`src/hdl/cdcsr_pkg.sv`:
```
/*
 * Constants for the status, result and capacitive setup register block of the
 * two-channel capacitance-to-digital converter.
 * Assumes the serial engine hands over byte-wide register accesses and a stop
 * pulse, all synchronous to the single internal clock.
 */
// Overview of operation
// - status bits 7 to 3 read zero
// - cap done flag low after unread cap result
// - aux done flag low after unread aux result
// - both enabled: combined flag low after both
// - combined flag returns high on read or next
// - one channel enabled: combined follows its flag
// - ready pin follows combined done flag
// - status read-only at pointer zero, reset 0x07
// - cap result loads, locked while being read
// - aux result loads, locked while being read
// - stop condition ends read, lifts lockout
// - cap result is offset binary
// - voltage result is offset binary
// - temperature equals code/2048 minus 4096
// - setup bit 7 enables cap channel
// - setup bit 5 selects differential mode
// - cap setup at pointer seven, reset zero
// - pointer advances per byte until stop
package cdcsr_pkg;
    // ------------------------------------------------------------
    // register pointers
    // ------------------------------------------------------------
    localparam logic [7:0] CDCSR_PTR_STATUS = 8'h00;
    localparam logic [7:0] CDCSR_PTR_CAP_H = 8'h01;
    localparam logic [7:0] CDCSR_PTR_CAP_M = 8'h02;
    localparam logic [7:0] CDCSR_PTR_CAP_L = 8'h03;
    localparam logic [7:0] CDCSR_PTR_AUX_H = 8'h04;
    localparam logic [7:0] CDCSR_PTR_AUX_M = 8'h05;
    localparam logic [7:0] CDCSR_PTR_AUX_L = 8'h06;
    localparam logic [7:0] CDCSR_PTR_CAP_SETUP = 8'h07;
    localparam logic [7:0] CDCSR_PTR_AUX_SETUP = 8'h08;
    // ------------------------------------------------------------
    // field positions and reset values
    // ------------------------------------------------------------
    localparam int CDCSR_BIT_CAP_DONE = 0;
    localparam int CDCSR_BIT_AUX_DONE = 1;
    localparam int CDCSR_BIT_ALL_DONE = 2;
    localparam int CDCSR_BIT_CAP_ON = 7;
    localparam int CDCSR_BIT_DIFF = 5;
    localparam int CDCSR_BIT_AUX_ON = 7;
    localparam logic [7:0] CDCSR_STATUS_RST = 8'h07;
    localparam logic [7:0] CDCSR_SETUP_RST = 8'h00;
    localparam logic [23:0] CDCSR_RESULT_RST = 24'h000000;
    // offset binary midpoint, zero scale of cap and voltage results
    localparam logic [23:0] CDCSR_ZERO_SCALE = 24'h800000;
    // temperature: degC = code / 2048 - 4096
    localparam int CDCSR_TEMP_DIV = 2048;
    localparam int CDCSR_TEMP_OFS = 4096;
    localparam int CDCSR_TEMP_SHIFT = 11;
endpackage

```
`src/hdl/cdcsr_lock.sv`:
```
/*
 * Update lockout for one 24-bit result register.
 * Assumes rd_any pulses on every byte read of this register's pointers and
 * stop pulses on the serial stop condition.
 */
module cdcsr_lock
(
    // clock and reset
    input wire logic clk,
    input wire logic resetn,
    // serial side
    input wire logic rd_any,
    input wire logic stop,
    // converter side
    input wire logic load,
    input wire logic [23:0] result,
    // stored value
    output logic [23:0] value,
    output logic locked
);
    typedef struct packed {
        logic [23:0] value;
        logic locked;
    } cdcsr_lock_t;

    cdcsr_lock_t s_r;
    cdcsr_lock_t s_nxt;

    // ------------------------------------------------------------
    // next state
    // ------------------------------------------------------------
    // a result landing mid-read is dropped, not deferred: keeps bytes coherent
    always_comb
    begin
        s_nxt = s_r;
        if (load && !s_r.locked && !rd_any)
        begin
            s_nxt.value = result;
        end
        if (stop)
        begin
            s_nxt.locked = 1'b0;
        end
        else if (rd_any)
        begin
            s_nxt.locked = 1'b1;
        end
    end

    // state register
    always_ff @(posedge clk or negedge resetn)
    begin
        if (!resetn)
        begin
            s_r <= '{value: cdcsr_pkg::CDCSR_RESULT_RST, locked: 1'b0};
        end
        else
        begin
            s_r <= s_nxt;
        end
    end

    assign value = s_r.value;
    assign locked = s_r.locked;

    // ------------------------------------------------------------
    // checks
    // ------------------------------------------------------------
    a_lock_holds_value: assert property (@(posedge clk) disable iff (!resetn)
        s_r.locked && !stop |=> $stable(s_r.value))
        else $error("result changed during read");
    a_stop_unlocks: assert property (@(posedge clk) disable iff (!resetn)
        stop |=> !s_r.locked)
        else $error("lock survived stop");
endmodule

```
`src/hdl/cdcsr_top.sv`:
```
/*
 * Status, result and capacitive setup registers of the converter.
 * Assumes the serial engine gives a start pulse with the pointer, one pulse
 * per byte read or written, and a stop pulse; the analog core gives a one
 * cycle done pulse with a 24-bit result for each channel.
 */
module cdcsr_top
(
    // clock and reset
    input wire logic clk,
    input wire logic resetn,
    // serial engine byte port
    input wire logic ser_ptr_load,
    input wire logic [7:0] ser_ptr,
    input wire logic ser_rd,
    input wire logic ser_wr,
    input wire logic [7:0] ser_wdata,
    input wire logic ser_stop,
    output logic [7:0] ser_rdata,
    // converter core
    input wire logic cap_done,
    input wire logic [23:0] cap_result,
    input wire logic aux_done,
    input wire logic [23:0] aux_result,
    input wire logic conv_start,
    // setup outputs and pin
    output logic cap_channel_on,
    output logic differential_select,
    output logic aux_channel_on,
    output logic ready_n
);
    typedef enum logic [1:0] {CDCSR_IDLE, CDCSR_XFER} cdcsr_state_t;

    typedef struct packed {
        cdcsr_state_t state;
        logic [7:0] ptr;
        logic [7:0] rdata;
        logic cap_channel_done_flag;
        logic aux_channel_done_flag;
        logic all_done;
        logic [7:0] cap_setup;
        logic [7:0] aux_setup;
        logic ready_n;
    } cdcsr_top_t;

    cdcsr_top_t s_r;
    cdcsr_top_t s_nxt;

    logic [23:0] cap_value;
    logic [23:0] aux_value;
    logic cap_locked;
    logic aux_locked;
    logic cap_rd;
    logic aux_rd;
    logic [7:0] cur_ptr;

    // ------------------------------------------------------------
    // helpers
    // ------------------------------------------------------------
    // picks one byte out of a 24-bit result, high byte first
    function automatic logic [7:0] cdcsr_byte(input logic [23:0] v, input logic [1:0] idx);
        logic [7:0] b;
        b = 8'h00;
        case (idx)
            2'h0: b = v[23:16];
            2'h1: b = v[15:8];
            2'h2: b = v[7:0];
            default: b = 8'h00;
        endcase
        return b;
    endfunction

    // the pointer used by this byte: a fresh start takes the new pointer
    assign cur_ptr = ser_ptr_load ? ser_ptr : s_r.ptr;
    assign cap_rd = ser_rd && cur_ptr >= cdcsr_pkg::CDCSR_PTR_CAP_H
        && cur_ptr <= cdcsr_pkg::CDCSR_PTR_CAP_L;
    assign aux_rd = ser_rd && cur_ptr >= cdcsr_pkg::CDCSR_PTR_AUX_H
        && cur_ptr <= cdcsr_pkg::CDCSR_PTR_AUX_L;

    // ------------------------------------------------------------
    // result holders
    // ------------------------------------------------------------
    // results are stored as the core delivers them: offset binary for cap and
    // voltage, code/2048 - 4096 degC for temperature; no recoding here
    cdcsr_lock u_cap_lock
    (
        .clk(clk),
        .resetn(resetn),
        .rd_any(cap_rd),
        .stop(ser_stop),
        .load(cap_done),
        .result(cap_result),
        .value(cap_value),
        .locked(cap_locked)
    );

    cdcsr_lock u_aux_lock
    (
        .clk(clk),
        .resetn(resetn),
        .rd_any(aux_rd),
        .stop(ser_stop),
        .load(aux_done),
        .result(aux_result),
        .value(aux_value),
        .locked(aux_locked)
    );

    // ------------------------------------------------------------
    // next state
    // ------------------------------------------------------------
    always_comb
    begin
        s_nxt = s_r;
        // pointer handling and byte read data
        case (s_r.state)
            CDCSR_IDLE:
            begin
                if (ser_ptr_load)
                begin
                    s_nxt.state = CDCSR_XFER;
                end
            end
            CDCSR_XFER:
            begin
                if (ser_stop)
                begin
                    s_nxt.state = CDCSR_IDLE;
                end
            end
            default: s_nxt.state = CDCSR_IDLE;
        endcase
        if (ser_ptr_load)
        begin
            s_nxt.ptr = ser_ptr;
        end
        if (ser_rd || ser_wr)
        begin
            s_nxt.ptr = cur_ptr + 8'h01;
        end
        if (ser_rd)
        begin
            case (cur_ptr)
                cdcsr_pkg::CDCSR_PTR_STATUS:
                    s_nxt.rdata = {5'h00, s_r.all_done, s_r.aux_channel_done_flag,
                        s_r.cap_channel_done_flag};
                cdcsr_pkg::CDCSR_PTR_CAP_H, cdcsr_pkg::CDCSR_PTR_CAP_M,
                cdcsr_pkg::CDCSR_PTR_CAP_L:
                    s_nxt.rdata = cdcsr_byte(cap_value,
                        2'(cur_ptr - cdcsr_pkg::CDCSR_PTR_CAP_H));
                cdcsr_pkg::CDCSR_PTR_AUX_H, cdcsr_pkg::CDCSR_PTR_AUX_M,
                cdcsr_pkg::CDCSR_PTR_AUX_L:
                    s_nxt.rdata = cdcsr_byte(aux_value,
                        2'(cur_ptr - cdcsr_pkg::CDCSR_PTR_AUX_H));
                cdcsr_pkg::CDCSR_PTR_CAP_SETUP: s_nxt.rdata = s_r.cap_setup;
                cdcsr_pkg::CDCSR_PTR_AUX_SETUP: s_nxt.rdata = s_r.aux_setup;
                default: s_nxt.rdata = 8'h00;
            endcase
        end
        // writes: status and results are read-only and ignore writes
        if (ser_wr && cur_ptr == cdcsr_pkg::CDCSR_PTR_CAP_SETUP)
        begin
            s_nxt.cap_setup = ser_wdata;
        end
        if (ser_wr && cur_ptr == cdcsr_pkg::CDCSR_PTR_AUX_SETUP)
        begin
            s_nxt.aux_setup = ser_wdata;
        end
        // per-channel done flags: a result met by a same-cycle read is dropped,
        // so the read wins and the flag goes high
        if (cap_rd)
        begin
            s_nxt.cap_channel_done_flag = 1'b1;
        end
        if (cap_done && !cap_locked && !cap_rd)
        begin
            s_nxt.cap_channel_done_flag = 1'b0;
        end
        if (aux_rd)
        begin
            s_nxt.aux_channel_done_flag = 1'b1;
        end
        if (aux_done && !aux_locked && !aux_rd)
        begin
            s_nxt.aux_channel_done_flag = 1'b0;
        end
        // combined flag
        case ({s_r.cap_setup[cdcsr_pkg::CDCSR_BIT_CAP_ON],
               s_r.aux_setup[cdcsr_pkg::CDCSR_BIT_AUX_ON]})
            2'b11:
            begin
                if (cap_rd || aux_rd || conv_start)
                begin
                    s_nxt.all_done = 1'b1;
                end
                if (!s_nxt.cap_channel_done_flag && !s_nxt.aux_channel_done_flag
                    && (cap_done || aux_done))
                begin
                    s_nxt.all_done = 1'b0;
                end
            end
            2'b10: s_nxt.all_done = s_nxt.cap_channel_done_flag;
            2'b01: s_nxt.all_done = s_nxt.aux_channel_done_flag;
            default: s_nxt.all_done = 1'b1;
        endcase
        s_nxt.ready_n = s_nxt.all_done;
    end

    // ------------------------------------------------------------
    // state register
    // ------------------------------------------------------------
    always_ff @(posedge clk or negedge resetn)
    begin
        if (!resetn)
        begin
            s_r <= '{state: CDCSR_IDLE, ptr: 8'h00, rdata: 8'h00,
                cap_channel_done_flag: cdcsr_pkg::CDCSR_STATUS_RST[0],
                aux_channel_done_flag: cdcsr_pkg::CDCSR_STATUS_RST[1],
                all_done: cdcsr_pkg::CDCSR_STATUS_RST[2],
                cap_setup: cdcsr_pkg::CDCSR_SETUP_RST,
                aux_setup: cdcsr_pkg::CDCSR_SETUP_RST,
                ready_n: 1'b1};
        end
        else
        begin
            s_r <= s_nxt;
        end
    end

    // outputs straight from flops
    assign ser_rdata = s_r.rdata;
    assign cap_channel_on = s_r.cap_setup[cdcsr_pkg::CDCSR_BIT_CAP_ON];
    assign differential_select = s_r.cap_setup[cdcsr_pkg::CDCSR_BIT_DIFF];
    assign aux_channel_on = s_r.aux_setup[cdcsr_pkg::CDCSR_BIT_AUX_ON];
    assign ready_n = s_r.ready_n;

    // ------------------------------------------------------------
    // checks
    // ------------------------------------------------------------
    // pin and combined flag
    a_ready_pin_mirror: assert property (@(posedge clk) disable iff (!resetn)
        ready_n == s_r.all_done)
        else $error("ready pin differs from combined flag");
    a_idle_ready_high: assert property (@(posedge clk) disable iff (!resetn)
        !cap_channel_on && !aux_channel_on |=> s_r.all_done)
        else $error("combined flag low with no channel");
    a_idle_pin_high: assert property (@(posedge clk) disable iff (!resetn)
        !cap_channel_on && !aux_channel_on |=> ready_n)
        else $error("ready pin low with no channel");
    a_cap_only_follow: assert property (@(posedge clk) disable iff (!resetn)
        cap_channel_on && !aux_channel_on |=> s_r.all_done == s_r.cap_channel_done_flag)
        else $error("combined flag not following cap flag");
    a_aux_only_follow: assert property (@(posedge clk) disable iff (!resetn)
        !cap_channel_on && aux_channel_on |=> s_r.all_done == s_r.aux_channel_done_flag)
        else $error("combined flag not following aux flag");

    // both channels enabled: drop needs both, release on read or start
    a_both_need_both: assert property (@(posedge clk) disable iff (!resetn)
        cap_channel_on && aux_channel_on && $fell(s_r.all_done)
        |-> !s_r.cap_channel_done_flag && !s_r.aux_channel_done_flag)
        else $error("combined flag fell early");
    a_both_low_drops: assert property (@(posedge clk) disable iff (!resetn)
        cap_channel_on && aux_channel_on && cap_done && !cap_locked && !cap_rd
        && !s_r.aux_channel_done_flag && !aux_rd |=> !s_r.all_done)
        else $error("combined flag high after both done");
    a_read_clears_all: assert property (@(posedge clk) disable iff (!resetn)
        cap_channel_on && aux_channel_on && cap_rd && !cap_done && !aux_done
        |=> s_r.all_done)
        else $error("combined flag not released by read");
    a_aux_read_clears: assert property (@(posedge clk) disable iff (!resetn)
        cap_channel_on && aux_channel_on && aux_rd && !cap_done && !aux_done |=> s_r.all_done)
        else $error("combined flag not released by aux read");
    a_start_releases_all: assert property (@(posedge clk) disable iff (!resetn)
        cap_channel_on && aux_channel_on && conv_start && !cap_done && !aux_done |=> s_r.all_done)
        else $error("combined flag not released by start");

    // status byte
    a_status_upper_zero: assert property (@(posedge clk) disable iff (!resetn)
        ser_rd && cur_ptr == cdcsr_pkg::CDCSR_PTR_STATUS |=> ser_rdata[7:3] == 5'h00)
        else $error("status upper bits nonzero");
    a_status_flags_read: assert property (@(posedge clk) disable iff (!resetn)
        ser_rd && cur_ptr == cdcsr_pkg::CDCSR_PTR_STATUS |=> ser_rdata[2] == $past(s_r.all_done)
        && ser_rdata[1] == $past(s_r.aux_channel_done_flag)
        && ser_rdata[0] == $past(s_r.cap_channel_done_flag))
        else $error("status byte differs from flags");
    a_status_write_ignored: assert property (@(posedge clk) disable iff (!resetn)
        ser_wr && !ser_rd && !cap_done && !aux_done
        |=> $stable(s_r.cap_channel_done_flag) && $stable(s_r.aux_channel_done_flag))
        else $error("write moved a done flag");

    // pointer
    a_ptr_advance: assert property (@(posedge clk) disable iff (!resetn)
        ser_rd |=> s_r.ptr == $past(cur_ptr) + 8'h01)
        else $error("pointer did not advance");
    a_wr_advance: assert property (@(posedge clk) disable iff (!resetn)
        ser_wr && !ser_rd |=> s_r.ptr == $past(cur_ptr) + 8'h01)
        else $error("pointer did not advance on write");

    // per-channel flags
    a_cap_flag_sets: assert property (@(posedge clk) disable iff (!resetn)
        cap_done && !cap_locked && !cap_rd |=> !s_r.cap_channel_done_flag)
        else $error("cap flag not low after result");
    a_cap_flag_cause: assert property (@(posedge clk) disable iff (!resetn)
        $fell(s_r.cap_channel_done_flag) |-> $past(cap_done) && !$past(cap_locked))
        else $error("cap flag fell without result");
    a_cap_read_releases: assert property (@(posedge clk) disable iff (!resetn)
        cap_rd |=> s_r.cap_channel_done_flag)
        else $error("cap flag not high after read");
    a_aux_flag_sets: assert property (@(posedge clk) disable iff (!resetn)
        aux_done && !aux_locked && !aux_rd |=> !s_r.aux_channel_done_flag)
        else $error("aux flag not low after result");
    a_aux_flag_cause: assert property (@(posedge clk) disable iff (!resetn)
        $fell(s_r.aux_channel_done_flag) |-> $past(aux_done) && !$past(aux_locked))
        else $error("aux flag fell without result");
    a_aux_read_releases: assert property (@(posedge clk) disable iff (!resetn)
        aux_rd |=> s_r.aux_channel_done_flag)
        else $error("aux flag not high after read");

    // lockout: a read locks, a locked result is lost and leaves the flag alone
    a_cap_read_locks: assert property (@(posedge clk) disable iff (!resetn)
        cap_rd && !ser_stop |=> cap_locked)
        else $error("cap read did not lock");
    a_cap_locked_drop: assert property (@(posedge clk) disable iff (!resetn)
        cap_done && cap_locked |=> cap_value == $past(cap_value))
        else $error("locked cap result changed");
    a_cap_drop_no_flag: assert property (@(posedge clk) disable iff (!resetn)
        cap_done && cap_locked && !cap_rd
        |=> s_r.cap_channel_done_flag == $past(s_r.cap_channel_done_flag))
        else $error("dropped cap result moved flag");
    a_cap_high_byte: assert property (@(posedge clk) disable iff (!resetn)
        ser_rd && cur_ptr == cdcsr_pkg::CDCSR_PTR_CAP_H |=> ser_rdata == 8'($past(cap_value) >> 16))
        else $error("cap high byte wrong");
    a_aux_read_locks: assert property (@(posedge clk) disable iff (!resetn)
        aux_rd && !ser_stop |=> aux_locked)
        else $error("aux read did not lock");
    a_aux_locked_drop: assert property (@(posedge clk) disable iff (!resetn)
        aux_done && aux_locked |=> aux_value == $past(aux_value))
        else $error("locked aux result changed");
    a_aux_drop_no_flag: assert property (@(posedge clk) disable iff (!resetn)
        aux_done && aux_locked && !aux_rd
        |=> s_r.aux_channel_done_flag == $past(s_r.aux_channel_done_flag))
        else $error("dropped aux result moved flag");
    a_aux_low_byte: assert property (@(posedge clk) disable iff (!resetn)
        ser_rd && cur_ptr == cdcsr_pkg::CDCSR_PTR_AUX_L |=> ser_rdata == 8'($past(aux_value)))
        else $error("aux low byte wrong");

    // cap setup byte changes only by a write to its pointer
    a_setup_write_lands: assert property (@(posedge clk) disable iff (!resetn)
        ser_wr && cur_ptr == cdcsr_pkg::CDCSR_PTR_CAP_SETUP |=> s_r.cap_setup == $past(ser_wdata))
        else $error("cap setup write lost");
    a_setup_only_write: assert property (@(posedge clk) disable iff (!resetn)
        !(ser_wr && cur_ptr == cdcsr_pkg::CDCSR_PTR_CAP_SETUP) |=> $stable(s_r.cap_setup))
        else $error("cap setup changed without write");
endmodule

```
`config.mk`:
```
export PLATFORM = sky130hd
export DESIGN_NAME = cdcsr_top
export DESIGN_NICKNAME = d
export VERILOG_FILES = /design/src/hdl/cdcsr_pkg.sv /design/src/hdl/cdcsr_lock.sv /design/src/hdl/cdcsr_top.sv
export SDC_FILE = /design/constraint.sdc
export NUM_CORES = 1
export LEC_CHECK = 0
export BUFFER_PORTS_ARGS = -buffer_cell sky130_fd_sc_hd__buf_2
export CORE_ASPECT_RATIO = 1.1
export CORE_MARGIN = 5
export CORE_UTILIZATION = 59
export CTS_CLUSTER_DIAMETER = 120
export DETAILED_ROUTE_END_ITERATION = 10
export PLACE_DENSITY = 0.85
export SETUP_SLACK_MARGIN = 0.15
export SLEW_MARGIN = 25
export SYNTH_ARGS = -nofsm -noshare
export SYNTH_HDL_FRONTEND = slang
export SYNTH_SLANG_ARGS = --single-unit
```
`constraint.sdc`:
```
create_clock -name clk -period 5.6 [get_ports clk]
set_clock_uncertainty 0.2 [all_clocks]
set_input_delay 0.28 -clock clk [delete_from_list [all_inputs] [get_ports clk]]
set_output_delay 0.28 -clock clk [all_outputs]
set_load 0.005 [all_outputs]
```
==> results.txt, run 1 <==
The critical path goes through buf_2 > mux2i_1 > ha_1 > o2111a_1 > or2_2 > mux2_2. The final critical-path required period came out at 3.213 ns. The part of the power in combinational logic is 0.228. After synthesis, the most frequently instantiated cells are dfrtp_1 (82), mux2_2 (40), mux2_4 (20), a222oi_1 (16). Setup repair after global routing left no endpoint under its margin. The max-slew violation count came out at 0. The core region is 6967 µm². After detailed routing, the number of remaining DRC violations is 1.

The final layout contains 529 nets. The run finished, with violations left. The vertical die dimension came out at 98.43 µm. The setup slack after placement came out at about 1.8 ns. The largest vdd supply drop came out at 180.2 µV. Grouping stages by cell kind, the critical path spends the most delay in multiplexers.

The post-synthesis to final-layout area growth came out at 26.34%. Post-CTS timing repair inserted 0 buffers for setup. The number of I/O port buffers came out at 84. The post-CTS clock slew at the launch and capture registers of the worst setup and hold paths came out at approximately 0.080 ns. The internal power is a little over 1 mW. In this run, synthesis produced a sequential element count of 85. By area the synthesized netlist is led by dfrtp_1 (49%), mux2_2 (11%), mux2_4 (7.2%).

Among all flip-flop cells after synthesis, the most frequent one is dfrtp_1. The endpoint of the worst-slack reg-to-reg timing path is u_cap_lock.value[13]$_DFFE_PN0P_. The later-pin clock latency in the skew report came out at between 0.3 and 0.4 ns. The areal power density over the cells came out at ~280 nW/µm². The initial core utilization is 0.6020. The summed negative setup slack over all endpoints came out at 0 ns. The clock drives 85 sinks.

The synthesized net count is 404. 0 antenna diodes ended up in the layout. The end of the worst hold path is s_r[1]$_DFFE_PN0P_. The simple-gate share of the synthesized area is 0.08383. The number of global-route vias before repair is around 3500. The async set-reset flop share out of synthesis came out at 1.000.

The least setup slack across all paths after layout is 2.387 ns. The critical path arrival is 3.25 ns. The amount of wire on met3 after detailed routing is 865 µm. The maximum frequency from static timing analysis is 311.2 MHz. After synthesis, the mean cell area works out to 12.90 µm². The count of hold-fix buffers inserted at cts is 57.

The portion of synthesized area spent on multiplexers is 0.2017. The initial antenna violation count is 0. Synthesis produced a netlist whose cell count is between 300 and 400. The final count of hold timing violations came out at 0. In this run the worst hold path is classified as in -> reg. The via density per instance is 6.126. The maximum fanout along the worst path came out at 25. The critical path required time is 5.64 ns. The detailed router put a total of 4078 µm of wire on met1. The synthesized-area fraction occupied by adder cells came out at 0.01790.

After detailed routing, the total wire length is 10930 µm. The root buffer cell chosen for the clock tree is clkbuf_8. The total setup violations reported at the end of the flow is 0. The complex-gate fraction of the synthesized area is 0.1229.

The I/O pin count is 85. The die width came out at 90.39 µm. The total power is ~1.5 mW. The number of distinct library cells after synthesis is 48.

Measured in cells, the most critical reg-to-reg path has a length of 5. The share of final-layout standard cells stronger than drive strength 1 came out at 0.3692. At the pin with the least slew margin, the transition time is 0.7961 ns. In this run the core area contains 32 standard-cell rows.

On the worst path, the slowest cell contributes a delay of 0.78 ns. For this design the total switching power over the nets is 0.4329 mW. After global routing the overflow that remains totals 0. The main combinational cell family by area after synthesis is multiplexers. The sequential area share after synthesis is 0.5081. Dividing the final minimum period by the clock period gives 0.5737.

The top layer used by detailed routing is met4. The setup check on the worst reg-to-reg path leaves a slack of between 2 and 2.5 ns. The XOR/XNOR share of the synthesized area is 0.01462. The total of cells resized after clock tree synthesis came out at 0. The detailed placement HPWL is 6745 µm. The wire length of the first global-routing pass is 18060 µm.

dfrtp_1 takes more of the synthesized area than any other cell. The summed instance area of the synthesized netlist came out at 4194 µm². The max-capacitance violation count came out at 0. The proportion of netlist area held by the largest area contributor came out at 0.4893. Counting instances, the worst hold path has a depth of 2.

The global-route total usage across every layer came out at 0.2546. Summed over all cells, the static leakage comes to 2.413 nW. In this run, the number of DRC markers left after iteration 0 of detailed routing was 517. The final weighted congestion of routability-driven global placement is 0.8540. dfrtp_1 is the most common cell in the netlist. The die footprint came out at 8897 µm². The pin count of the biggest net entering global routing is 86.

After detailed routing, the average wire length per cell comes to 20.25 µm. The critical path class is in -> reg. The sequential share of power came out at 0.507. Yosys mapped a number of flops with a built-in enable equal to 0. In this run, CTS created clock tree buffers numbering 9. The worst hold path startpoint is ser_wdata[0]. The first detailed-routing pass ran for 11 iterations.

The filler cells instantiated in the layout total 432. The total number of vias is 3308. The slowest stage of the critical path belongs to the cell ha_1. TritonCTS built the clock tree.

The checks that failed: DRC. In this run the number of H-tree levels came out at 3. Of the total power, the clock network draws 0.266. The maximum root-to-sink buffer count came out at 2.

The met2 wire length came out at 5515 µm. The number of warnings issued by yosys is 0. STA classifies the critical path startpoint as a primary input. The critical path buffer and inverter count is 1. The worst register-to-register path begins at s_r[29]$_DFF_PN0_. The switching power as a share of total power came out at 0.2958. The remaining number of nets flagged by the antenna check after routing came out at 0. Headroom to the max-slew limit came out at 0.4693. The worst setup path is captured at a flop.
==> cell usage in the layout, fill, tap and decap left out, types with 2 or more instances in the layout <==
| cell type | netlist | layout |
|---|---|---|
| buf_2 | 3 | 83 |
| dfrtp_1 | 82 | 82 |
| dlygate4sd3_1 | 0 | 57 |
| mux2_2 | 40 | 40 |
| mux2_4 | 20 | 20 |
| a222oi_1 | 16 | 16 |
| nor2_1 | 12 | 12 |
| nand4_1 | 12 | 12 |
| clkbuf_8 | 0 | 10 |
| nand2_1 | 9 | 9 |
| a21oi_1 | 9 | 9 |
| inv_1 | 8 | 8 |
| nand3_1 | 6 | 6 |
| o32a_1 | 6 | 6 |
| ha_1 | 6 | 6 |
| mux2i_1 | 5 | 5 |
| nor4_1 | 6 | 5 |
| nor2b_1 | 4 | 4 |
| o21ai_0 | 4 | 4 |
| xnor2_1 | 4 | 4 |
| mux2_1 | 4 | 4 |
| or3_1 | 4 | 4 |
| a21o_1 | 3 | 3 |
| a32oi_1 | 3 | 3 |
| xor2_1 | 3 | 3 |
| a22oi_1 | 3 | 3 |
| o221ai_1 | 3 | 3 |
| o22a_1 | 3 | 3 |
| dfstp_2 | 3 | 3 |
| nand2b_1 | 2 | 2 |
| a32o_1 | 2 | 2 |
| clkbuf_1 | 9 | 2 |
| clkinv_2 | 0 | 2 |
==> registers in the layout, summed over array words and instances, names as in the netlist <==
signal,flops
differential_select,1
ser_rdata,8
ready_n,1
u_aux_lock.value,24
u_cap_lock.value,24
cap_channel_on,1
u_aux_lock.locked,1
s_r,23
aux_channel_on,1
u_cap_lock.locked,1
==> metal layers <==
metal	global-route usage	vias to the layer above
met1	0.3073	1598
met5	0	-
met4	0.1260	0
li1	-	1482
met3	0.05267	37
met2	0.4341	191
==> logic make-up after synthesis <==
logic type,count (synthesis)
flip-flops,85
buffers and inverters,36
XOR/XNOR,7
multiplexers,69
AND/OR/NAND/NOR,63
AO/OA/AOI/OAI,59
adder cells (fa/ha/maj),6
==> per-stage QoR <==
stage | area, µm² | hold slack (ns) | util | std cells
2_1_floorplan | 4194 | -0.2156 | - | 325
3_3_place_gp | 4547 | 0.2677 | 0.6527 | 467
6_report | 5299 | 0.01986 | 0.7606 | 540
3_5_place_dp | 4547 | 0.2770 | 0.6527 | 467
4_1_cts | 5289 | 0.01943 | 0.7592 | 540
5_1_grt | 5299 | 0.01694 | 0.7606 | 540
==> area by class of cell <==
| cell class | instances | area (µm²) | area share |
|---|---|---|---|
| well taps | 85 | 106.4 | 0.02007 |
| repair buffers | 142 | 1005 | 0.1896 |
| flip-flops and latches | 85 | 2131 | 0.4021 |
| clock buffers | 12 | 145.1 | 0.02739 |
| clock inverters | 4 | 26.28 | 0.004959 |
| multi-input cells | 204 | 1856 | 0.3502 |
| inverters | 8 | 30.03 | 0.005667 |
==> power by group through the flow <==
| stage | clock, mW | sequential [mW] | combinational, mW |
|---|---|---|---|
| 2_1_floorplan | 0 | 0.732 | 0.212 |
| 3_3_place_gp | 0 | 0.744 | 0.284 |
| 3_5_place_dp | 0 | 0.750 | 0.291 |
| 4_1_cts | 0.390 | 0.738 | 0.323 |
| 5_1_grt | 0.414 | 0.749 | 0.363 |
| 6_report | 0.389 | 0.741 | 0.333 |
==> how the worst max path moves through the flow <==
stage                  from                          endpoint  slack [ns]  depth (start not counted)
2_1_floorplan  ser_ptr_load          ser_rdata[6]$_DFFE_PN0P_        2.29                         10
3_3_place_gp   ser_ptr_load   u_cap_lock.value[7]$_DFFE_PN0P_        1.86                          6
3_5_place_dp   ser_ptr_load  u_cap_lock.value[11]$_DFFE_PN0P_        1.78                          6
4_1_cts        ser_ptr_load  u_cap_lock.value[11]$_DFFE_PN0P_        2.14                          6
5_1_grt        ser_ptr_load  u_cap_lock.value[11]$_DFFE_PN0P_        2.14                          6
6_report       ser_ptr_load  u_cap_lock.value[13]$_DFFE_PN0P_        2.39                          6
Note: power is estimated with default switching activity, not from simulation.
==> run 2: changes to the inputs <==
--- a/config.mk
+++ b/config.mk
@@ -8,10 +8,10 @@
 export BUFFER_PORTS_ARGS = -buffer_cell sky130_fd_sc_hd__buf_2
 export CORE_ASPECT_RATIO = 1.1
 export CORE_MARGIN = 5
-export CORE_UTILIZATION = 59
+export CORE_UTILIZATION = 55
 export CTS_CLUSTER_DIAMETER = 120
 export DETAILED_ROUTE_END_ITERATION = 10
-export PLACE_DENSITY = 0.85
+export PLACE_DENSITY = 0.8
 export SETUP_SLACK_MARGIN = 0.15
 export SLEW_MARGIN = 25
 export SYNTH_ARGS = -nofsm -noshare
==> constraint.sdc (replaced) <==
create_clock -name clk -period 3.2 [get_ports clk]
set_clock_uncertainty 0.2 [all_clocks]
set_input_delay 0.16 -clock clk [delete_from_list [all_inputs] [get_ports clk]]
set_output_delay 0.16 -clock clk [all_outputs]
set_load 0.005 [all_outputs]
==> results.txt, run 2 (synthesized netlist as in run 1, its figures left out) <==
Outcome: finished clean (was finished with violations). The critical path arrival came to 2.79 ns (was 3.25 ns). The internal power came out at 1.839 mW (was 1.031 mW). The maximum fanout along the worst path came to 9 (was 25). The initial antenna violation count was 0 (unchanged). The sequential share of power came out at 0.495 (was 0.507). Commonest non-fill, non-tap cells in the layout: buf_2 (83), dfrtp_1 (82), dlygate4sd3_1 (67) (was buf_2 (83), dfrtp_1 (82), dlygate4sd3_1 (57)).

The initial core utilization came out at 0.5643 (was 0.6020). The family with the most delay on the worst path was simple AND/OR/NAND/NOR gates (was multiplexers). The die footprint came to 9474 µm² (was 8897 µm²). The number of global-route vias before repair came out at 3552 (was 3503). The number of sinks driven by the clock tree is 85 (unchanged). The later-pin clock latency in the skew report is 0.35 ns (was 0.36 ns).

The critical path class is reg -> reg (was in -> reg). The critical path buffer and inverter count came to 2 (was 1). The TritonCTS clock tree is yes (unchanged). The critical path's slowest cell is dfrtp_1 (was ha_1).

The final critical-path required period is 2.756 ns. The final count of hold timing violations came out at 0 (unchanged). The worst min-delay path class is in -> reg (unchanged). The wire length of the first global-routing pass is 17970 µm (was 18060 µm). The via density per instance is 5.893 (was 6.126).

Of the available clock period, the critical path in the final layout requires 0.8613. The post-route worst hold slack came to 0.05945 ns (was 0.01986 ns). The post-synthesis to final-layout area growth came out at 31.26% (was 26.34%).

The number of I/O port buffers is 84 (unchanged). The final weighted congestion of routability-driven global placement is 0.8487 (was 0.8540). The clock root buffer is clkbuf_8 (unchanged). The total number of vias was 3312 (was 3308). The maximum root-to-sink buffer count came out at 2 (unchanged). The number of detailed-route iterations in the first pass was 6 (was 11). The pin count of the biggest net entering global routing came out at 86 (unchanged). The total setup buffers inserted after CTS is 0 (unchanged).

The stage delay of the slowest cell on the critical path came to 0.41 ns (was 0.78 ns). The number of filler cells placed in the layout is 482 (was 432). The category of the worst setup path capture point is a flop (unchanged). The part of the power in combinational logic came out at 0.237 (was 0.228).

Based on the critical path, the design can be clocked at up to 362.8 MHz. The floorplan row count came out at 33 (was 32). The summed negative setup slack over all endpoints came out at 0 ns (unchanged). The worst-margin pin slew is 0.7634 ns (was 0.7961 ns). The critical path required time was 3.24 ns (was 5.64 ns).

The share of final-layout standard cells stronger than drive strength 1 is 0.3789 (was 0.3692). The vertical die dimension came out at 101.6 µm (was 98.43 µm). The global-route total usage across every layer is 0.2437 (was 0.2546).

The most common cell after layout, fill and taps aside is buf_2 (unchanged). The total routed wirelength came out at 10740 µm (was 10930 µm). The number of DRC violations after detailed-routing iteration 0 came out at 303 (was 517). The die width came out at 93.26 µm (was 90.39 µm). The core area came out at 7432 µm² (was 6967 µm²).

The max-slew violation count was 0 (unchanged). The number of nets at the end of the flow came to 549 (was 529). The I/O pin count is 85 (unchanged). The headroom to the max-slew limit came out at 0.4911 (was 0.4693). The average wire per cell in the routed design is 19.10 µm (was 20.25 µm). The overflow left after global routing is 0 (unchanged). The H-tree depth came to 3 (unchanged). The total of cells resized after clock tree synthesis is 0 (unchanged). The power spent charging and discharging nets came out at 0.7792 mW (was 0.4329 mW).

The post-CTS clock slew at the launch and capture registers of the worst setup and hold paths is 0.09 ns (was 0.08 ns). The antenna diode instance count came out at 0 (unchanged). The number of clock buffers inserted by TritonCTS is 9 (unchanged).

The standby leakage power came out at 2.510 nW (was 2.413 nW). The remaining number of nets flagged by the antenna check after routing came out at 0 (unchanged). The total setup violations reported at the end of the flow is 0 (unchanged). Sequence of cells on the critical path: mux2i_2 > inv_1 > ha_1 > buf_4 > or3_1 > nand4_1 > o21ai_0 > o32a_1 (was buf_2 > mux2i_1 > ha_1 > o2111a_1 > or2_2 > mux2_2). The areal power density over the cells came to 475.7 nW/µm² (was 276.2 nW/µm²). The clock power share came to 0.269 (was 0.266). Unrepaired setup endpoints after global routing: no (unchanged).

The startpoint kind of the worst setup timing path was a flop (was primary input). The detailed placement HPWL was 6914 µm (was 6745 µm). The switching power as a share of total power came out at 0.2976 (was 0.2958). The max-capacitance violation count is 0 (unchanged). The count of unresolved DRC violations after routing came to 0 (was 1). The largest vdd supply drop was 357.9 µV (was 180.2 µV).
[run 2: worst paths after layout]
check | endpoint | cells past startpoint | startpoint | slack (ns)
setup / recovery | ser_rdata[6]$_DFFE_PN0P_ | 8 | s_r[28]$_DFF_PN0_ | 0.44
hold / removal | s_r[18]$_DFF_PN1_ | 3 | ser_rd | 0.06
setup reg to reg | ser_rdata[6]$_DFFE_PN0P_ | 8 | s_r[28]$_DFF_PN0_ | 0.44
hold reg to reg | u_cap_lock.value[15]$_DFFE_PN0P_ | 1 | u_cap_lock.value[15]$_DFFE_PN0P_ | 0.30
max in group asynchronous | u_cap_lock.value[6]$_DFFE_PN0P_ | 2 | resetn | 2.06
min in group asynchronous | u_aux_lock.value[9]$_DFFE_PN0P_ | 2 | resetn | 0.22
[run 2: stage by stage]
step | instance area, µm² | power [mW] | cells | utilization | setup WS [ns]
global route | 5505 | 2.736 | 562 | 0.7407 | 0.2495
finish | 5505 | 2.619 | 562 | 0.7407 | 0.4439
global placement | 4647 | 1.835 | 479 | 0.6253 | 0.5716
CTS | 5502 | 2.615 | 562 | 0.7402 | 0.4470
floorplan | 4205 | 1.657 | 325 | - | 0.2495
detailed placement | 4647 | 1.855 | 479 | 0.6253 | 0.4720
[run 2: timing repair]
item,in CTS,in global routing
hold buffers,67,0
endpoints found under the hold margin,157,0
endpoints found under the setup margin,0,0
[run 2: layout make-up]
type / instances / area [µm²] / area share
inverters: 8 / 30.03 / 0.005455
clock inverters: 6 / 46.29 / 0.008409
repair buffers: 162 / 1192 / 0.2166
clock buffers: 10 / 137.6 / 0.02500
flip-flops and latches: 85 / 2131 / 0.3870
multi-input cells: 204 / 1859 / 0.3377
well taps: 87 / 108.9 / 0.01977
[run 2: layer usage]
metal  wire length (µm)  track usage
met5                  0            0
met4                163      0.08230
met3                639      0.04235
met2               5524       0.4252
met1               4410       0.3073
[run 2: tightest hold or removal path, delay by kind of cell]
kind	cells	cell delay, ns
buffers and inverters	1	0.22
and+or+nand+nor	2	0.22
[run 2: power by group through the flow]
stage / registers (mW) / clock network [mW] / logic (mW)
after floorplan: 1.28 / 0 / 0.376
final: 1.30 / 0.704 / 0.619
after CTS: 1.29 / 0.714 / 0.610
after global routing: 1.31 / 0.755 / 0.673
after detailed placement: 1.31 / 0 / 0.544
after global placement: 1.31 / 0 / 0.529
==> run 3: changes to the inputs <==
--- a/config.mk
+++ b/config.mk
@@ -16,4 +16,5 @@
 export SLEW_MARGIN = 25
 export SYNTH_ARGS = -nofsm -noshare
 export SYNTH_HDL_FRONTEND = slang
+export SYNTH_HIERARCHICAL = 1
 export SYNTH_SLANG_ARGS = --single-unit
==> results.txt, run 3 <==
Outcome: finished clean (unchanged). The critical path required time is 3.26 ns (was 3.24 ns). The startpoint kind of the worst setup timing path is a flop (unchanged). The post-route worst hold slack came out at 0.01159 ns (was 0.05945 ns). The number of cells on the critical path came out at 8 (unchanged). The floorplan row count came out at 33 (unchanged).

The stage delay of the slowest cell on the critical path is 0.44 ns (was 0.41 ns). The final critical-path required period was 2.856 ns (was 2.756 ns). The critical path buffer and inverter count is 2 (unchanged). The critical path arrival came out at 2.91 ns (was 2.79 ns). The final weighted congestion of routability-driven global placement came to 0.8275 (was 0.8487). The via density per instance is 5.786 (was 5.893). The total setup buffers inserted after CTS is 0 (unchanged). The remaining number of nets flagged by the antenna check after routing was 0 (unchanged). The clock root buffer is clkbuf_8 (unchanged).

The later-pin clock latency in the skew report is 0.37 ns (was 0.35 ns). The die footprint is 9661 µm² (was 9474 µm²). The vertical die dimension is 102.6 µm (was 101.6 µm).

The register bit total from synthesis came to 85 (unchanged). The least setup slack across all paths after layout was 0.3440 ns (was 0.4439 ns). The number of DRC violations after detailed-routing iteration 0 came to 165 (was 303).

The pin count of the biggest net entering global routing came out at 86 (unchanged). The summed instance area of the synthesized netlist is 4287 µm² (was 4194 µm²). The detailed placement HPWL is 7250 µm (was 6914 µm). The average wire per cell in the routed design came out at 19.29 µm (was 19.10 µm).

The number of distinct library cells after synthesis came out at 51 (was 48). Unrepaired setup endpoints after global routing: no (unchanged). The top cell type by total area after synthesis is dfrtp_1 (unchanged).

The final count of hold timing violations came out at 0 (unchanged). The worst min-delay path class is in -> reg (unchanged). The post-CTS clock slew at the launch and capture registers of the worst setup and hold paths is 0.10 ns (was 0.09 ns). The worst-margin pin slew is 0.7632 ns (was 0.7634 ns). The share of the clock period used by the worst path after layout came out at 0.8925 (was 0.8613).

The main flop type after synthesis is dfrtp_1 (unchanged). The maximum fanout along the worst path is 24 (was 9). The number of sinks driven by the clock tree is 85 (unchanged). The total setup violations reported at the end of the flow is 0 (unchanged). The count of unresolved DRC violations after routing is 0 (unchanged). The number of cells after detailed placement came out at 521 (was 479).

The number of cells traversed by the worst register-to-register path was 8 (unchanged). The standby leakage power is 2.550 nW (was 2.510 nW). The headroom to the max-slew limit is 0.4912 (was 0.4911). The post-synthesis to final-layout area growth is 31.35% (was 31.26%). The number of I/O port buffers came to 84 (unchanged). The number of global-route vias before repair is 3752 (was 3552). The H-tree depth came to 3 (unchanged). The hold-critical path depth is 3 (unchanged).

Sequence of cells on the critical path: mux2i_1 > ha_1 > inv_1 > o21ai_1 > nor2_1 > nor3b_4 > buf_4 > mux2_2 (was mux2i_2 > inv_1 > ha_1 > buf_4 > or3_1 > nand4_1 > o21ai_0 > o32a_1). Commonest non-fill, non-tap cells in the layout: buf_2 (83), dfrtp_1 (82), dlygate4sd3_1 (64) (was buf_2 (83), dfrtp_1 (82), dlygate4sd3_1 (67)). The final core utilization is 0.7493 (was 0.7407). The initial core utilization is 0.5704 (was 0.5643). The synthesized net count came out at 427 (was 404). The most common cell in the synthesized netlist is dfrtp_1 (unchanged). The total number of vias was 3483 (was 3312).

The largest vdd supply drop was 354.8 µV (was 357.9 µV). The core area came out at 7515 µm² (was 7432 µm²). The max-slew violation count came out at 0 (unchanged). The setup slack after placement was 0.3229 ns (was 0.4720 ns). The maximum frequency from static timing analysis came out at 350.1 MHz (was 362.8 MHz).

The async set-reset flop share out of synthesis is 1.000 (unchanged). The final non-filler cell area is 5630 µm² (was 5505 µm²). The initial antenna violation count is 1 (was 0). The category of the worst setup path capture point was a flop (unchanged). The number of filler cells placed in the layout came out at 506 (was 482). The number of clock buffers inserted by TritonCTS came out at 9 (unchanged). The number of warnings issued by yosys is 6 (was 0). The TritonCTS clock tree is yes (unchanged).

The maximum root-to-sink buffer count came out at 2 (unchanged). The average instance area after synthesis came out at 12.32 µm² (was 12.90 µm²). The I/O pin count is 85 (unchanged). The sequential area share after synthesis is 0.4971 (was 0.5081). The total power is 2.810 mW (was 2.619 mW).

The summed negative setup slack over all endpoints is 0 ns (unchanged). The total routed wirelength is 11610 µm (was 10740 µm). The number of detailed-route iterations in the first pass is 6 (unchanged). The most common cell after layout, fill and taps aside is buf_2 (unchanged). The global-route total usage across every layer is 0.2571 (was 0.2437). The share of final-layout standard cells stronger than drive strength 1 came out at 0.3810 (was 0.3789).

Most instantiated cells after synthesis: dfrtp_1 (82), mux2_2 (61), nor2_1 (20), inv_1 (17), a222oi_1 (13) (was dfrtp_1 (82), mux2_2 (40), mux2_4 (20), a222oi_1 (16)). The number of nets at the end of the flow is 570 (was 549). The number of non-filler instances in the completed layout came out at 602 (was 562). The post-place instance area is 4755 µm² (was 4647 µm²).

The proportion of netlist area held by the largest area contributor came out at 0.4787 (was 0.4893). The count of flip-flops with a built-in enable after synthesis came out at 0 (unchanged). The areal power density over the cells came to 499.0 nW/µm² (was 475.7 nW/µm²). The wire length of the first global-routing pass came out at 18810 µm (was 17970 µm). Ranking of synthesized cells by area: dfrtp_1 (48%), mux2_2 (16%), a222oi_1 (3.0%) (was dfrtp_1 (49%), mux2_2 (11%), mux2_4 (7.2%)). The critical path class is reg -> reg (unchanged).

The family with the most delay on the worst path is multiplexers (was simple AND/OR/NAND/NOR gates). The critical path's slowest cell is mux2i_1 (was dfrtp_1). The die width came out at 94.18 µm (was 93.26 µm). The number of instances in the synthesized netlist came out at 348 (was 325). The overflow left after global routing came out at 0 (unchanged).

The max-capacitance violation count was 0 (unchanged).
==> run 3: layer usage <==
metal  track usage  wire [µm]  share of wire
met1        0.3082       4533           0.39
met2        0.4307       5912           0.51
met3       0.06642        712          0.061
met4        0.1300        453          0.039
met5             0          0              0
==> run 3: worst paths after layout <==
check                                                 startpoint                                to  slack, ns
worst max-delay path                           s_r[29]$_DFF_PN0_  u_cap_lock/value[18]$_DFFE_PN0P_       0.34
worst min-delay path                                  ser_ptr[0]                 s_r[28]$_DFF_PN0_       0.01
worst max register to register                 s_r[29]$_DFF_PN0_  u_cap_lock/value[18]$_DFFE_PN0P_       0.34
worst min register to register  u_aux_lock/value[22]$_DFFE_PN0P_  u_aux_lock/value[22]$_DFFE_PN0P_       0.30
max in group asynchronous                                 resetn               s_r[10]$_DFFE_PN0P_       2.07
min in group asynchronous                                 resetn                 s_r[35]$_DFF_PN0_       0.19
==> run 3: area by class of cell <==
type | instances | area (µm²) | area share
clock buffer | 9 | 123.9 | 0.02200
clock inverter | 7 | 105.1 | 0.01867
antenna | 1 | 2.502 | 0.0004444
timing repair buffer | 157 | 1135 | 0.2016
sequential | 85 | 2131 | 0.3784
inverter | 18 | 67.56 | 0.01200
tap | 105 | 131.4 | 0.02333
multi-input combinational | 220 | 1934 | 0.3436
==> run 3: worst reg2reg max path, delay by kind of cell (launching register included) <==
| kind | cells | cell delay [ns] |
|---|---|---|
| multiplexers | 2 | 0.85 |
| flip-flops | 1 | 0.38 |
| AND/OR/NAND/NOR | 2 | 0.35 |
| buffers and inverters | 2 | 0.40 |
| AO/OA/AOI/OAI | 1 | 0.21 |
| adder cells (fa/ha/maj) | 1 | 0.36 |
==> run 3: what timing repair did <==
item | 4_1_cts | 5_1_grt
hold endpoints to repair | 159 | 0
hold buffers | 64 | 0
resized for setup | 0 | 0
setup endpoints to repair | 0 | 0
==> run 3: cell families after synthesis <==
family	synth area share
flops	0.4971
mux	0.1821
compound gates	0.1252
simple gates	0.1092
buf+inv	0.05458
xor+xnor	0.01430
fa+ha+maj	0.01751
==> run 3: report_power, final <==
part | internal (mW) | leakage [nW] | switching (mW)
registers | 1.21 | 1.04 | 0.100
logic | 0.313 | 1.40 | 0.306
clock network | 0.452 | 0.112 | 0.429
